[src/core/sbas_regs.vh]
// Register offsets, fields, reset values and timing counts of the brake and alarm sequencer.
`ifndef SBAS_REGS_VH
`define SBAS_REGS_VH
`define SBAS_CLK_HZ            50000000
`define SBAS_TICK_MS           10
`define SBAS_TICK_CYC          ((`SBAS_CLK_HZ / 1000) * `SBAS_TICK_MS)
`define SBAS_ADR_CTRL          4'h0
`define SBAS_ADR_DELAY         4'h1
`define SBAS_ADR_SPEED         4'h2
`define SBAS_ADR_TMO           4'h3
`define SBAS_ADR_FAULT         4'h4
`define SBAS_ADR_STATUS        4'h5
`define SBAS_ADR_MAXSPD        4'h6
`define SBAS_DELAY_MAX         6'h32
`define SBAS_DELAY_RST         6'h00
`define SBAS_SPEED_MAX         14'h2710
`define SBAS_SPEED_RST         14'h0064
`define SBAS_TMO_MAX           7'h64
`define SBAS_TMO_RST           7'h32
`define SBAS_MAXSPD_RST        14'h1770
`define SBAS_ENMAP_IGNORE      3'h7
`define SBAS_CTRL_ROUTE_LSB    0
`define SBAS_CTRL_ENMAP_LSB    2
`define SBAS_CTRL_POSMODE_BIT  5
`define SBAS_CTRL_OTHER_LSB    6
`define SBAS_FAULT_CODE_LSB    0
`define SBAS_FAULT_ENC_BIT     3
`define SBAS_FAULT_TRAJ_BIT    4
`endif

[src/core/sbas_sync.v]
// Two-stage synchroniser for asynchronous pin inputs.
`timescale 1ns/100ps
module sbas_sync #(
  parameter W = 1
) (
  input  wire         clk_i,
  input  wire         rst_i,
  input  wire         ce_i,
  input  wire [W-1:0] rst_val_i,
  input  wire [W-1:0] async_i,
  output wire [W-1:0] sync_o
);
  reg [W-1:0] meta_q;
  reg [W-1:0] sync_q;

  always @(posedge clk_i) begin
    if (rst_i) begin
      meta_q <= rst_val_i;
      sync_q <= rst_val_i;
    end else if (ce_i) begin
      meta_q <= async_i;
      sync_q <= meta_q;
    end
  end

  assign sync_o = sync_q;
endmodule // sbas_sync

[src/core/sbas_tick.v]
// Divider producing a one-cycle pulse every 10 ms control tick.
`timescale 1ns/100ps
`include "sbas_regs.vh"
module sbas_tick (
  input  wire clk_i,
  input  wire rst_i,
  input  wire ce_i,
  output wire tick_o
);
  localparam integer LAST_I = `SBAS_TICK_CYC - 1;
  localparam [18:0]  LAST   = LAST_I[18:0];
  reg [18:0] cnt_q;
  reg        tick_q;

  always @(posedge clk_i) begin
    if (rst_i) begin
      cnt_q  <= 19'h00000;
      tick_q <= 1'b0;
    end else if (ce_i) begin
      tick_q <= (cnt_q == LAST);
      if (cnt_q == LAST) begin
        cnt_q <= 19'h00000;
      end else begin
        cnt_q <= cnt_q + 19'h00001;
      end
    end
  end

  assign tick_o = tick_q;
endmodule // sbas_tick

[src/core/sbas_top.v]
// Servo brake and alarm sequencer with a classic Wishbone register slave.
`timescale 1ns/100ps
`include "sbas_regs.vh"
// Summary of operation
// - brake output low releases, high applies
// - routing 0 none, 1-3 select circuit
// - shared output circuit is OR
// - standstill delay 0-50 ticks, default zero
// - zero delay de-energises with brake command
// - standstill delay only when stopped
// - alarm de-energises immediately, no delay
// - speed threshold 0-10000 rpm, default 100
// - running timeout 0-100 ticks, default 50
// - running brake at low speed or timeout
// - threshold clamps to motor maximum speed
// - fault output low normal, high alarm
// - three-bit fault code outputs
// - fault clear input resets latched alarm
// - encoder alarms clear only at power-up
// - position mode blanks the code pins on trajectory errors
// - enable low energises, high stops motor
// - servo-off on enable loss or alarm
// - enable mapping 7 forces enable active
module sbas_top (
  // System.
  input  wire        clk_i,
  input  wire        rst_i,
  input  wire        ce_i,
  // Wishbone slave.
  input  wire        cyc_i,
  input  wire        stb_i,
  input  wire        we_i,
  input  wire [5:2]  adr_i,
  input  wire [3:0]  sel_i,
  input  wire [31:0] dat_i,
  output reg  [31:0] dat_o,
  output reg         ack_o,
  // Pins from host and motor logic.
  input  wire        servo_enable_n_i,
  input  wire        fault_clear_in_i,
  input  wire        fault_event_i,
  input  wire [2:0]  fault_event_code_i,
  input  wire        fault_event_enc_i,
  input  wire        fault_event_traj_i,
  input  wire [15:0] motor_speed_i,
  // Pins to motor and host.
  output reg         motor_energise_o,
  output reg  [2:0]  out_circuit_n_o,
  output reg         fault_out_o,
  output reg  [2:0]  fault_code_o
);
  // One-hot sequencer states.
  localparam [4:0] ST_ON   = 5'b00001;
  localparam [4:0] ST_STOP = 5'b00010;
  localparam [4:0] ST_RUN  = 5'b00100;
  localparam [4:0] ST_OFF  = 5'b01000;
  localparam [4:0] ST_INIT = 5'b10000;

  ////////////////////////////////////////////////////////////////////////////
  // Magnitude of the signed speed, saturated to the 14-bit threshold range.
  function [13:0] abs_speed;
    input [15:0] v;
    reg   [15:0] m;
    begin
      m = v[15] ? (~v + 16'h0001) : v;
      abs_speed = (m[15:14] != 2'h0) ? 14'h3FFF : m[13:0];
    end
  endfunction

  function [13:0] clip14;
    input [13:0] v;
    input [13:0] lim;
    begin
      clip14 = (v > lim) ? lim : v;
    end
  endfunction

  // Saturate a whole written word to a ceiling, so an over-range delay, speed or timeout setting clamps.
  function [13:0] sat_word;
    input [31:0] v;
    input [13:0] lim;
    begin
      sat_word = ((v[31:14] != 18'h00000) || (v[13:0] > lim)) ? lim : v[13:0];
    end
  endfunction

  ////////////////////////////////////////////////////////////////////////////
  wire       tick;
  wire       en_n_s;
  wire       clr_s;
  // One pulse every 10 ms paces the delay and timeout counters and the speed sample.
  sbas_tick u_tick (
    .clk_i  (clk_i),
    .rst_i  (rst_i),
    .ce_i   (ce_i),
    .tick_o (tick)
  );
  // Both pins pass two flip-flops untouched; after reset enable reads inactive and clear reads idle.
  sbas_sync #(.W(2)) u_sync (
    .clk_i     (clk_i),
    .rst_i     (rst_i),
    .ce_i      (ce_i),
    .rst_val_i (2'h2),
    .async_i   ({servo_enable_n_i, fault_clear_in_i}),
    .sync_o    ({en_n_s, clr_s})
  );
  wire clr_req = clr_s;

  ////////////////////////////////////////////////////////////////////////////
  reg [1:0]  route_q;
  reg [2:0]  enmap_q;
  reg        posmode_q;
  reg [2:0]  other_q;
  reg [5:0]  delay_q;
  reg [13:0] speed_q;
  reg [6:0]  tmo_q;
  reg [13:0] maxspd_q;
  reg        alarm_q;
  reg        enc_q;
  reg        traj_q;
  reg [2:0]  code_q;
  reg [4:0]  state_q;
  reg [6:0]  cnt_q;
  reg        brake_cmd_q;
  reg [13:0] spd_abs_q;

  // A write needs byte lane 0; wider fields take each upper lane only when it is selected.
  wire wb_req = cyc_i & stb_i & ~ack_o;
  wire wb_wr  = wb_req & we_i & sel_i[0];
  wire enable = (enmap_q == `SBAS_ENMAP_IGNORE) | ~en_n_s;
  wire servo_off_req = ~enable | alarm_q;
  wire [13:0] thr = clip14(speed_q, maxspd_q);
  wire [31:0] wr_word  = dat_i & {{8{sel_i[3]}}, {8{sel_i[2]}}, {8{sel_i[1]}}, 8'hFF};
  wire [13:0] wr14     = wr_word[13:0];
  wire [13:0] delay_wr = sat_word(wr_word, {8'h00, `SBAS_DELAY_MAX});
  wire [13:0] speed_wr = sat_word(wr_word, `SBAS_SPEED_MAX);
  wire [13:0] tmo_wr   = sat_word(wr_word, {7'h00, `SBAS_TMO_MAX});
  wire [2:0]  vis_code = (posmode_q & traj_q) ? 3'h0 : code_q;

  // Reads answer one cycle after the request; the data stands for that cycle only.
  always @(posedge clk_i) begin
    if (rst_i) begin
      route_q   <= 2'h0;
      enmap_q   <= 3'h0;
      posmode_q <= 1'b0;
      other_q   <= 3'h0;
      delay_q   <= `SBAS_DELAY_RST;
      speed_q   <= `SBAS_SPEED_RST;
      tmo_q     <= `SBAS_TMO_RST;
      maxspd_q  <= `SBAS_MAXSPD_RST;
      ack_o     <= 1'b0;
      dat_o     <= 32'h00000000;
    end else if (ce_i) begin
      ack_o <= wb_req;
      if (wb_wr) begin
        case (adr_i)
          `SBAS_ADR_CTRL: begin
            route_q   <= dat_i[1:0];
            enmap_q   <= dat_i[4:2];
            posmode_q <= dat_i[5];
            other_q   <= {1'b0, dat_i[7:6]};
          end
          `SBAS_ADR_DELAY: delay_q <= delay_wr[5:0];
          `SBAS_ADR_SPEED: speed_q <= speed_wr;
          `SBAS_ADR_TMO: tmo_q <= tmo_wr[6:0];
          `SBAS_ADR_MAXSPD: maxspd_q <= wr14;
          default: ;
        endcase
      end
      if (wb_req) begin
        case (adr_i)
          `SBAS_ADR_CTRL: dat_o <= {24'h000000, other_q[1:0], posmode_q, enmap_q, route_q};
          `SBAS_ADR_DELAY: dat_o <= {26'h0000000, delay_q};
          `SBAS_ADR_SPEED: dat_o <= {18'h00000, speed_q};
          `SBAS_ADR_TMO: dat_o <= {25'h0000000, tmo_q};
          `SBAS_ADR_FAULT: dat_o <= {27'h0000000, traj_q, enc_q, code_q};
          `SBAS_ADR_STATUS: dat_o <= {24'h000000, alarm_q, brake_cmd_q, motor_energise_o, enable, state_q[3:0]};
          `SBAS_ADR_MAXSPD: dat_o <= {18'h00000, maxspd_q};
          default: dat_o <= 32'h00000000;
        endcase
      end else begin
        dat_o <= 32'h00000000;
      end
    end
  end

  ////////////////////////////////////////////////////////////////////////////
  // Fault latch: a new event wins over a clear in the same cycle.
  always @(posedge clk_i) begin
    if (rst_i) begin
      alarm_q <= 1'b0;
      enc_q   <= 1'b0;
      traj_q  <= 1'b0;
      code_q  <= 3'h0;
    end else if (ce_i) begin
      if (fault_event_i) begin
        alarm_q <= 1'b1;
        code_q  <= fault_event_code_i;
        enc_q   <= enc_q | fault_event_enc_i;
        traj_q  <= fault_event_traj_i;
      end else if (clr_req & alarm_q & ~enc_q) begin
        alarm_q <= 1'b0;
        code_q  <= 3'h0;
        traj_q  <= 1'b0;
      end
    end
  end

  ////////////////////////////////////////////////////////////////////////////
  // At standstill the brake closes first and the motor is held for the delay.
  // While the motor turns it is released at once and the brake waits for low
  // speed or the timeout, whichever comes first.
  always @(posedge clk_i) begin
    if (rst_i) begin
      state_q     <= ST_INIT;
      cnt_q       <= 7'h00;
      brake_cmd_q <= 1'b1;
      spd_abs_q   <= 14'h0000;
    end else if (ce_i) begin
      if (tick) begin
        spd_abs_q <= abs_speed(motor_speed_i);
      end
      case (state_q)
        ST_INIT, ST_OFF: begin
          cnt_q       <= 7'h00;
          brake_cmd_q <= 1'b1;
          if (~servo_off_req) begin
            state_q     <= ST_ON;
            brake_cmd_q <= 1'b0;
          end
        end
        ST_ON: begin
          cnt_q       <= 7'h00;
          brake_cmd_q <= 1'b0;
          if (servo_off_req) begin
            if (spd_abs_q >= thr) begin
              state_q <= ST_RUN;
            end else begin
              brake_cmd_q <= 1'b1;
              state_q     <= (alarm_q || delay_q == 6'h00) ? ST_OFF : ST_STOP;
            end
          end
        end
        ST_STOP: begin
          if (~servo_off_req) begin
            state_q <= ST_ON;
            cnt_q   <= 7'h00;
          end else if (alarm_q || cnt_q[5:0] >= delay_q) begin
            state_q <= ST_OFF;
          end else if (tick) begin
            cnt_q <= cnt_q + 7'h01;
          end
        end
        ST_RUN: begin
          if (~servo_off_req) begin
            state_q <= ST_ON;
            cnt_q   <= 7'h00;
          end else if (spd_abs_q < thr || cnt_q >= tmo_q) begin
            brake_cmd_q <= 1'b1;
            state_q     <= ST_OFF;
          end else if (tick) begin
            cnt_q <= cnt_q + 7'h01;
          end
        end
        default: state_q <= ST_INIT;
      endcase
    end
  end

  ////////////////////////////////////////////////////////////////////////////
  // Motor is de-energised immediately on alarm and when running-off starts.
  // On a plain servo-off the motor drops the standstill delay after the routed brake
  // output opens, so a zero delay keeps both together.
  wire energise_d = ((state_q == ST_ON) | (state_q == ST_STOP)) & ~alarm_q;
  wire brake_rel  = ~brake_cmd_q;
  // Each circuit ORs every signal routed to it; a route of zero selects none.
  integer i;
  reg [2:0] circ_d;
  always @* begin
    circ_d = 3'h0;
    for (i = 0; i < 3; i = i + 1) begin
      if (route_q == i[1:0] + 2'h1) circ_d[i] = circ_d[i] | brake_rel;
      if (other_q[1:0] == i[1:0] + 2'h1) circ_d[i] = circ_d[i] | 1'b1;
    end
  end

  // Every pin is registered; the circuit and code outputs are low when active.
  always @(posedge clk_i) begin
    if (rst_i) begin
      motor_energise_o <= 1'b0;
      out_circuit_n_o  <= 3'h7;
      fault_out_o      <= 1'b0;
      fault_code_o     <= 3'h7;
    end else if (ce_i) begin
      motor_energise_o <= energise_d;
      out_circuit_n_o  <= ~circ_d;
      fault_out_o      <= alarm_q;
      fault_code_o     <= ~vis_code;
    end
  end
endmodule // sbas_top

[config.mk]
export PLATFORM = sky130hd
export DESIGN_NAME = sbas_top
export DESIGN_NICKNAME = d
export VERILOG_FILES = /design/src/core/sbas_sync.v /design/src/core/sbas_tick.v /design/src/core/sbas_top.v
export VERILOG_INCLUDE_DIRS = /design/src /design/src/core
export SDC_FILE = /design/constraint.sdc
export NUM_CORES = 1
export LEC_CHECK = 0
export BUFFER_PORTS_ARGS = -buffer_cell sky130_fd_sc_hd__buf_2
export CAP_MARGIN = 5
export CORE_MARGIN = 5
export CORE_UTILIZATION = 40
export DETAILED_ROUTE_END_ITERATION = 12
export MAX_ROUTING_LAYER = met4
export SYNTH_ARGS = -nofsm -noshare
export SYNTH_HDL_FRONTEND = slang
export SYNTH_HIERARCHICAL = 1
export SYNTH_SLANG_ARGS = --single-unit
[constraint.sdc]
create_clock -name clk_i -period 9.9 [get_ports clk_i]
set_input_delay 1.485 -clock clk_i [delete_from_list [all_inputs] [get_ports clk_i]]
set_output_delay 1.485 -clock clk_i [all_outputs]
set_load 0.02 [all_outputs]
==> results of run 1 <==
-- power by group --
| group | leakage [nW] | switching [mW] | internal [mW] |
|---|---|---|---|
| clock | 0.280 | 0.251 | 0.389 |
| combinational | 2.08 | 0.0705 | 0.0380 |
| sequential | 1.05 | 0.0105 | 0.530 |
| total | 3.41 | 0.332 | 0.957 |
-- routing by layer --
layer / vias to the layer above / wire [µm]
li1: 3393 / -
met1: 3173 / 9730
met2: 207 / 9470
met3: 29 / 1230
met4: 0 / 466
met5: - / 0
-- critical path, cell delays in order (launching register included) --
cell	delay (ns)
dfxtp_1	0.37
inv_1	0.06
ha_1	0.29
and4_1	0.21
o21ai_0	0.08
nand3b_1	0.09
a21o_1	0.12
o21a_1	0.65
mux2i_1	0.23
ha_1	0.36
nand4_1	0.10
nor3_1	0.35
o31ai_2	0.15
a211oi_2	0.46
o21ai_0	0.35
or3b_2	0.54
nand2_1	0.07
-- registers in the layout, summed over array words and instances (netlist names), 2 cells and up --
signal / flops
cnt_q: 7
code_q: 3
dat_o: 14
delay_q: 6
enmap_q: 3
fault_code_o: 3
maxspd_q: 14
other_q: 2
out_circuit_n_o: 3
route_q: 2
spd_abs_q: 14
speed_q: 14
state_q: 5
tmo_q: 7
u_sync/meta_q: 2
u_sync/sync_o: 2
u_tick/cnt_q: 19
-- worst min path at each step --
stage	to	cells after the start
after floorplan	cnt_q[6]$_SDFFE_PP0P_	1
after global placement	out_circuit_n_o[0]$_SDFFE_PP1P_	1
after detailed placement	out_circuit_n_o[0]$_SDFFE_PP1P_	1
after CTS	out_circuit_n_o[1]$_SDFFE_PP1P_	1
after global routing	dat_o[6]$_SDFFE_PP0P_	2
final	out_circuit_n_o[1]$_SDFFE_PP1P_	1
-- layout make-up --
cell class | count | area share
Sequential cell | 129 | 0.305
Clock inverter | 13 | 0.0173
Tap cell | 229 | 0.0334
Multi-Input combinational cell | 678 | 0.514
Clock buffer | 19 | 0.0529
Timing Repair Buffer | 98 | 0.0589
Inverter | 41 | 0.0179
-- layout by cell type (no fill, tap or decap), drive strengths merged, types with 16 or more instances in the layout --
master  Yosys  routed
dfxtp     125     125
nand3      33      33
nor2       87      87
a22oi      30      30
nand2      71      71
nor3       17      17
inv        40      44
buf        29      98
a21oi      64      64
mux2i      34      34
conb        2      22
ha         44      44
xor2       16      16
o21ai      51      51
clkbuf     39      19
nand4      16      16
-- per-stage QoR --
| step | total power [mW] | utilization | setup slack (ns) | hold slack (ns) |
|---|---|---|---|---|
| 2_1_floorplan | 0.625 | - | 5.67 | 0.438 |
| 3_3_place_gp | 0.659 | 0.440 | 5.50 | 0.446 |
| 3_5_place_dp | 0.659 | 0.440 | 5.38 | 0.453 |
| 4_1_cts | 1.30 | 0.473 | 5.32 | 0.466 |
| 5_1_grt | 1.33 | 0.473 | 4.92 | 0.498 |
| 6_report | 1.29 | 0.473 | 5.34 | 0.461 |
-- kinds of logic (layout without fill, tap and decap cells) --
kind of cell               after synthesis  after routing  share of synthesized area
DFF                                    129            129                      0.352
xor gates and xnor gates                28             28                     0.0329
muxes                                   39             39                     0.0533
adders and majority gates               44             44                     0.0739
other                                    2             22                    0.00101
AOI/OAI and AO/OA                      237            237                      0.214
and+or+nand+nor                        308            308                      0.208
buffers and inverters                  109            171                     0.0647
==> metrics.cfg, run 1 <==
[grt]
grt.met1_usage = 0.259
met3_usage = 0.0415
grt_start_max_net_pins = 77
grt_usage = 0.198
grt_first_pass_wirelength_um = 33700
met2_usage = 0.304
antenna_found_initial = 0
top_usage_layer = met2
grt_pass1_vias = 6443
grt_overflow = 0

[die]
rows = 49
die_w_um = 146
start_util = 0.410
pin_count = 111
core-area_mm2 = 0.0181
floorplan.die_area_mm2 = 0.0214
die_y_um = 146

[sta]
setup_tns_ns = 0
rsz0062_at_grt = false
setup_viol = 0
fin_worst_skew_ns = 0.00837
hold_viol = 0
worstMarginPinSlew_ns = 0.967
fmax_ghz = 0.219
period_share = 0.461
relSlewSlack = 0.353
min_period_ns = 4.56
slew_viol_final = 0

[synthesis]
async_reset_ff_frac = 0
synth.top_cell.area_share = 0.336
syn_area_mm2 = 0.00745
synth_cell_types = 65
synth.yosys.seq_area_share = 0.352
ys_ff_latch = 129
synth_area_leaders = dfxtp_1 34%, ha_1 7.4%, mux2i_1 4.6%
synth_top_area_cell = dfxtp_1
synth_area_per_cell_um2 = 8.31
synthCells = 896
ys_warn_count = 6
synth.most_common_cell = dfxtp_1
synth_top_flop_cell = dfxtp_1
synth_commonest_cells = 125 x dfxtp_1, 87 x nor2_1, 71 x nand2_1
synth_edf_count = 4

[placement]
place_inst = 1175
dpl_cell_area_mm2 = 0.00799
dpl.hpwl_um = 15100
portBuffers = 92
gp_congestion = 0.919

[finish]
multi_input_area_mm2 = 0.00442
stdcell_count = 1207
layout-area-overhead-vs-synth_pct = 15.3
diodes = 0
fin_area_mm2 = 0.00859
fillCellCount = 1817
drive_gt1_frac = 0.151
ff_latch_area_mm2 = 0.00262
nets = 1079

[routing]
dr.pass1.iters = 5
wl_um = 20900
vias = 6802
ant_nets = 0
drt_iter0_drc = 420
drc = 0
wl_per_cell_um = 17.3
viasPerCell = 5.64

[cts]
cts_hold_buf = 0
cts_tree = done
post_cts_buffers = 0
clk_pin_slew_ns = 0.06
numCtsBuffers = 17
cts_max_level = 4
clock_sinks = 129
clk_latency_ns = 0.42
clock_path_buffers = 2
cts_root_buf = clkbuf_16
cts_resized = 0

[setup_path]
critical_path.endpoint_type = flip-flop
cp-startpoint = maxspd_q[3]$_SDFFE_PP0P_
required_ns = 10.26
crit_end = cnt_q[3]$_SDFFE_PP0P_
start_kind = flip-flop
ff2ff_path_depth = 16
worstPathMaxFanout = 14
r2r_setup_slack_ns = 5.34
timing.rr.end = cnt_q[3]$_SDFFE_PP0P_
critical_path_class = reg2reg
critPathArrivalTime_ns = 4.93
rr_startpoint = maxspd_q[3]$_SDFFE_PP0P_

[power]
ir_drop_v = 0.000120
power.leakage_nw = 3.41
p_per_area_mw_per_mm2 = 150

[job]
maxCapViolCount = 0

[run_status]
outcome = finished, final reports clean

[hold_path]
min-delay-start = out_circuit_n_o[1]$_SDFFE_PP1P_
hold_class = reg2reg

No activity file was read; power rests on OpenSTA's default activity.
==> run 2, diff against run 1 <==
Clock period 9.9 ns to 4.75 ns, I/O delays scaled along.
==> run 2 against run 1 <==
Fmax up 4.3%. Cell count rose by 0.25%. Sequential power increased by 110%. Die area unchanged. Worst hold slack got worse by 0.0021 ns. Clock skew is essentially flat. Critical endpoint is now state_q[1]$_SDFFE_PP0P_. Highest routed layer unchanged. Routed wire length hardly changed.
==> metrics.cfg, run 2 (synthesis results as in run 1) <==
[routing]
vias = 6845  ; +0.63%
dr.pass1.iters = 5  ; unchanged
wl_per_cell_um = 17.3  ; -0.21%
drt_iter0_drc = 537  ; +28%
ant_nets = 0  ; unchanged
viasPerCell = 5.66  ; +0.38%
drc = 0  ; unchanged
wl_um = 20900  ; about the same

[sta]
rsz0062_at_grt = false
fin_worst_skew_ns = 0.00821  ; -0.000155 ns
worstMarginPinSlew_ns = 0.936  ; -0.0309 ns
slew_viol_final = 0  ; unchanged
setup_viol = 0  ; unchanged
relSlewSlack = 0.374  ; +0.0207
min_period_ns = 4.38  ; -0.188 ns
setup_tns_ns = 0  ; unchanged
period_share = 0.921  ; +0.460
fmax_ghz = 0.229  ; +4.3%
hold_viol = 0  ; unchanged

[setup_path]
rr_startpoint = maxspd_q[3]$_SDFFE_PP0P_
required_ns = 5.10  ; -5.16 ns
worstPathMaxFanout = 11  ; -3
critical_path.endpoint_type = flip-flop
critPathArrivalTime_ns = 4.72  ; -0.21 ns
start_kind = flip-flop
timing.rr.end = state_q[1]$_SDFFE_PP0P_
r2r_setup_slack_ns = 0.37  ; -4.96 ns
critical_path_class = reg2reg
ff2ff_path_depth = 18  ; +2

[finish]
multi_input_area_mm2 = 0.00442  ; unchanged
drive_gt1_frac = 0.155  ; +0.00361
layout_commonest_cell = dfxtp_1
fin_area_mm2 = 0.00866  ; +0.84%
nets = 1083  ; +0.37%
stdcell_count = 1210  ; +0.25%
final_cell_mix = 125 x dfxtp_1, 92 x buf_2, 87 x nor2_1
regMostFlops = u_tick/cnt_q
layout-area-overhead-vs-synth_pct = 16.3
largest_reg_flops = 19  ; unchanged
fillCellCount = 1799  ; -0.99%
ff_latch_area_mm2 = 0.00262  ; unchanged
diodes = 0  ; unchanged

[cts]
numCtsBuffers = 17  ; unchanged
clock_path_buffers = 2  ; unchanged
clk_latency_ns = 0.42  ; about the same
cts_hold_buf = 0  ; unchanged
clk_pin_slew_ns = 0.06  ; about the same
cts_resized = 0  ; unchanged
clock_sinks = 129  ; unchanged
cts_root_buf = clkbuf_16
cts_tree = done
post_cts_buffers = 0  ; unchanged
cts_max_level = 4  ; unchanged

[placement]
portBuffers = 92  ; unchanged
place_inst = 1179  ; +0.34%
dpl.hpwl_um = 15200  ; +0.47%
gp_congestion = 0.895  ; -2.6%
dpl_cell_area_mm2 = 0.00802  ; +0.38%

[grt]
grt_usage = 0.201  ; +0.00329
grt_pass1_vias = 6504  ; +0.95%
antenna_found_initial = 0  ; unchanged
grt_first_pass_wirelength_um = 34200  ; +1.6%
grt_overflow = 0  ; unchanged
grt_start_max_net_pins = 43  ; -44%

[die]
core-area_mm2 = 0.0181  ; unchanged
start_util = 0.410  ; unchanged
die_w_um = 146  ; unchanged
rows = 49  ; unchanged
floorplan.die_area_mm2 = 0.0214  ; unchanged
die_y_um = 146  ; unchanged
pin_count = 111  ; unchanged

[power]
p_int_mw = 2.11  ; +120%
p_switching_mw = 0.671  ; +100%
power.leakage_nw = 3.45  ; +1.4%
switching_share = 0.242  ; -0.0158
ir_drop_v = 0.000232  ; +93%
total_power_mw = 2.78  ; +120%
pwr-share-seq = 0.406  ; -0.013
p_per_area_mw_per_mm2 = 321  ; +110%
power_frac_clock = 0.512  ; +0.015
p_comb_frac = 0.082  ; -0.002

[hold_path]
hold_class = reg2reg
whs_endpoint = out_circuit_n_o[1]$_SDFFE_PP1P_
min-delay-start = out_circuit_n_o[1]$_SDFFE_PP1P_
min_path_cells = 1  ; unchanged

[job]
maxCapViolCount = 0  ; unchanged

[run_status]
outcome = finished, final reports clean

## run 2: worst max path at each step
stage               slack, ns  cells after the start                      from                 endpoint
floorplan                0.52                     18  maxspd_q[3]$_SDFFE_PP0P_  state_q[1]$_SDFFE_PP0P_
global placement         0.51                     18  maxspd_q[3]$_SDFFE_PP0P_  state_q[1]$_SDFFE_PP0P_
detailed placement       0.39                     18  maxspd_q[3]$_SDFFE_PP0P_  state_q[1]$_SDFFE_PP0P_
CTS                      0.39                     18  maxspd_q[3]$_SDFFE_PP0P_  state_q[1]$_SDFFE_PP0P_
global route             0.08                     18  maxspd_q[3]$_SDFFE_PP0P_  state_q[4]$_SDFFE_PP1P_
finish                   0.37                     18  maxspd_q[3]$_SDFFE_PP0P_  state_q[1]$_SDFFE_PP0P_
## run 2: layout make-up
type                            count  share of cell area
Clock buffer                       20              0.0539
Clock inverter                     11              0.0207
Inverter                           41              0.0178
Multi-Input combinational cell    678               0.510
Sequential cell                   129               0.303
Tap cell                          229              0.0331
Timing Repair Buffer              102              0.0618
## run 2: power groups by stage
stage / logic (mW) / clock network [mW] / registers, mW
6_report: 0.229 / 1.42 / 1.13
2_1_floorplan: 0.162 / 0 / 1.14
3_3_place_gp: 0.227 / 0 / 1.15
3_5_place_dp: 0.226 / 0 / 1.15
5_1_grt: 0.252 / 1.50 / 1.13
4_1_cts: 0.227 / 1.45 / 1.13
## run 2: critical path: stages (launching register included)
cell	delay [ns]
dfxtp_1	0.37
inv_1	0.06
ha_1	0.28
a21oi_1	0.14
nor2b_1	0.05
o21ai_0	0.15
nand3b_1	0.10
a21o_1	0.18
o21a_1	0.25
buf_4	0.23
mux2i_1	0.19
ha_1	0.30
a21oi_1	0.16
nand2_1	0.08
a221oi_2	0.37
a211oi_2	0.21
a311o_1	0.49
or4b_1	0.55
a21oi_1	0.15
## run 2: layer usage
| metal | vias up | track usage | part of all wire |
|---|---|---|---|
| met3 | 34 | 0.0428 | 0.064 |
| li1 | 3392 | - | - |
| met2 | 229 | 0.312 | 0.45 |
| met4 | 0 | 0.0701 | 0.024 |
| met1 | 3190 | 0.261 | 0.46 |
| met5 | - | - | 0 |
## run 2: through the flow
step | worst slack, ns | hold slack (ns) | utilization
final | 0.374 | 0.459 | 0.477
after global routing | 0.0776 | 0.485 | 0.477
after CTS | 0.393 | 0.465 | 0.477
after detailed placement | 0.388 | 0.453 | 0.442
after global placement | 0.515 | 0.450 | 0.442
after floorplan | 0.516 | 0.438 | -
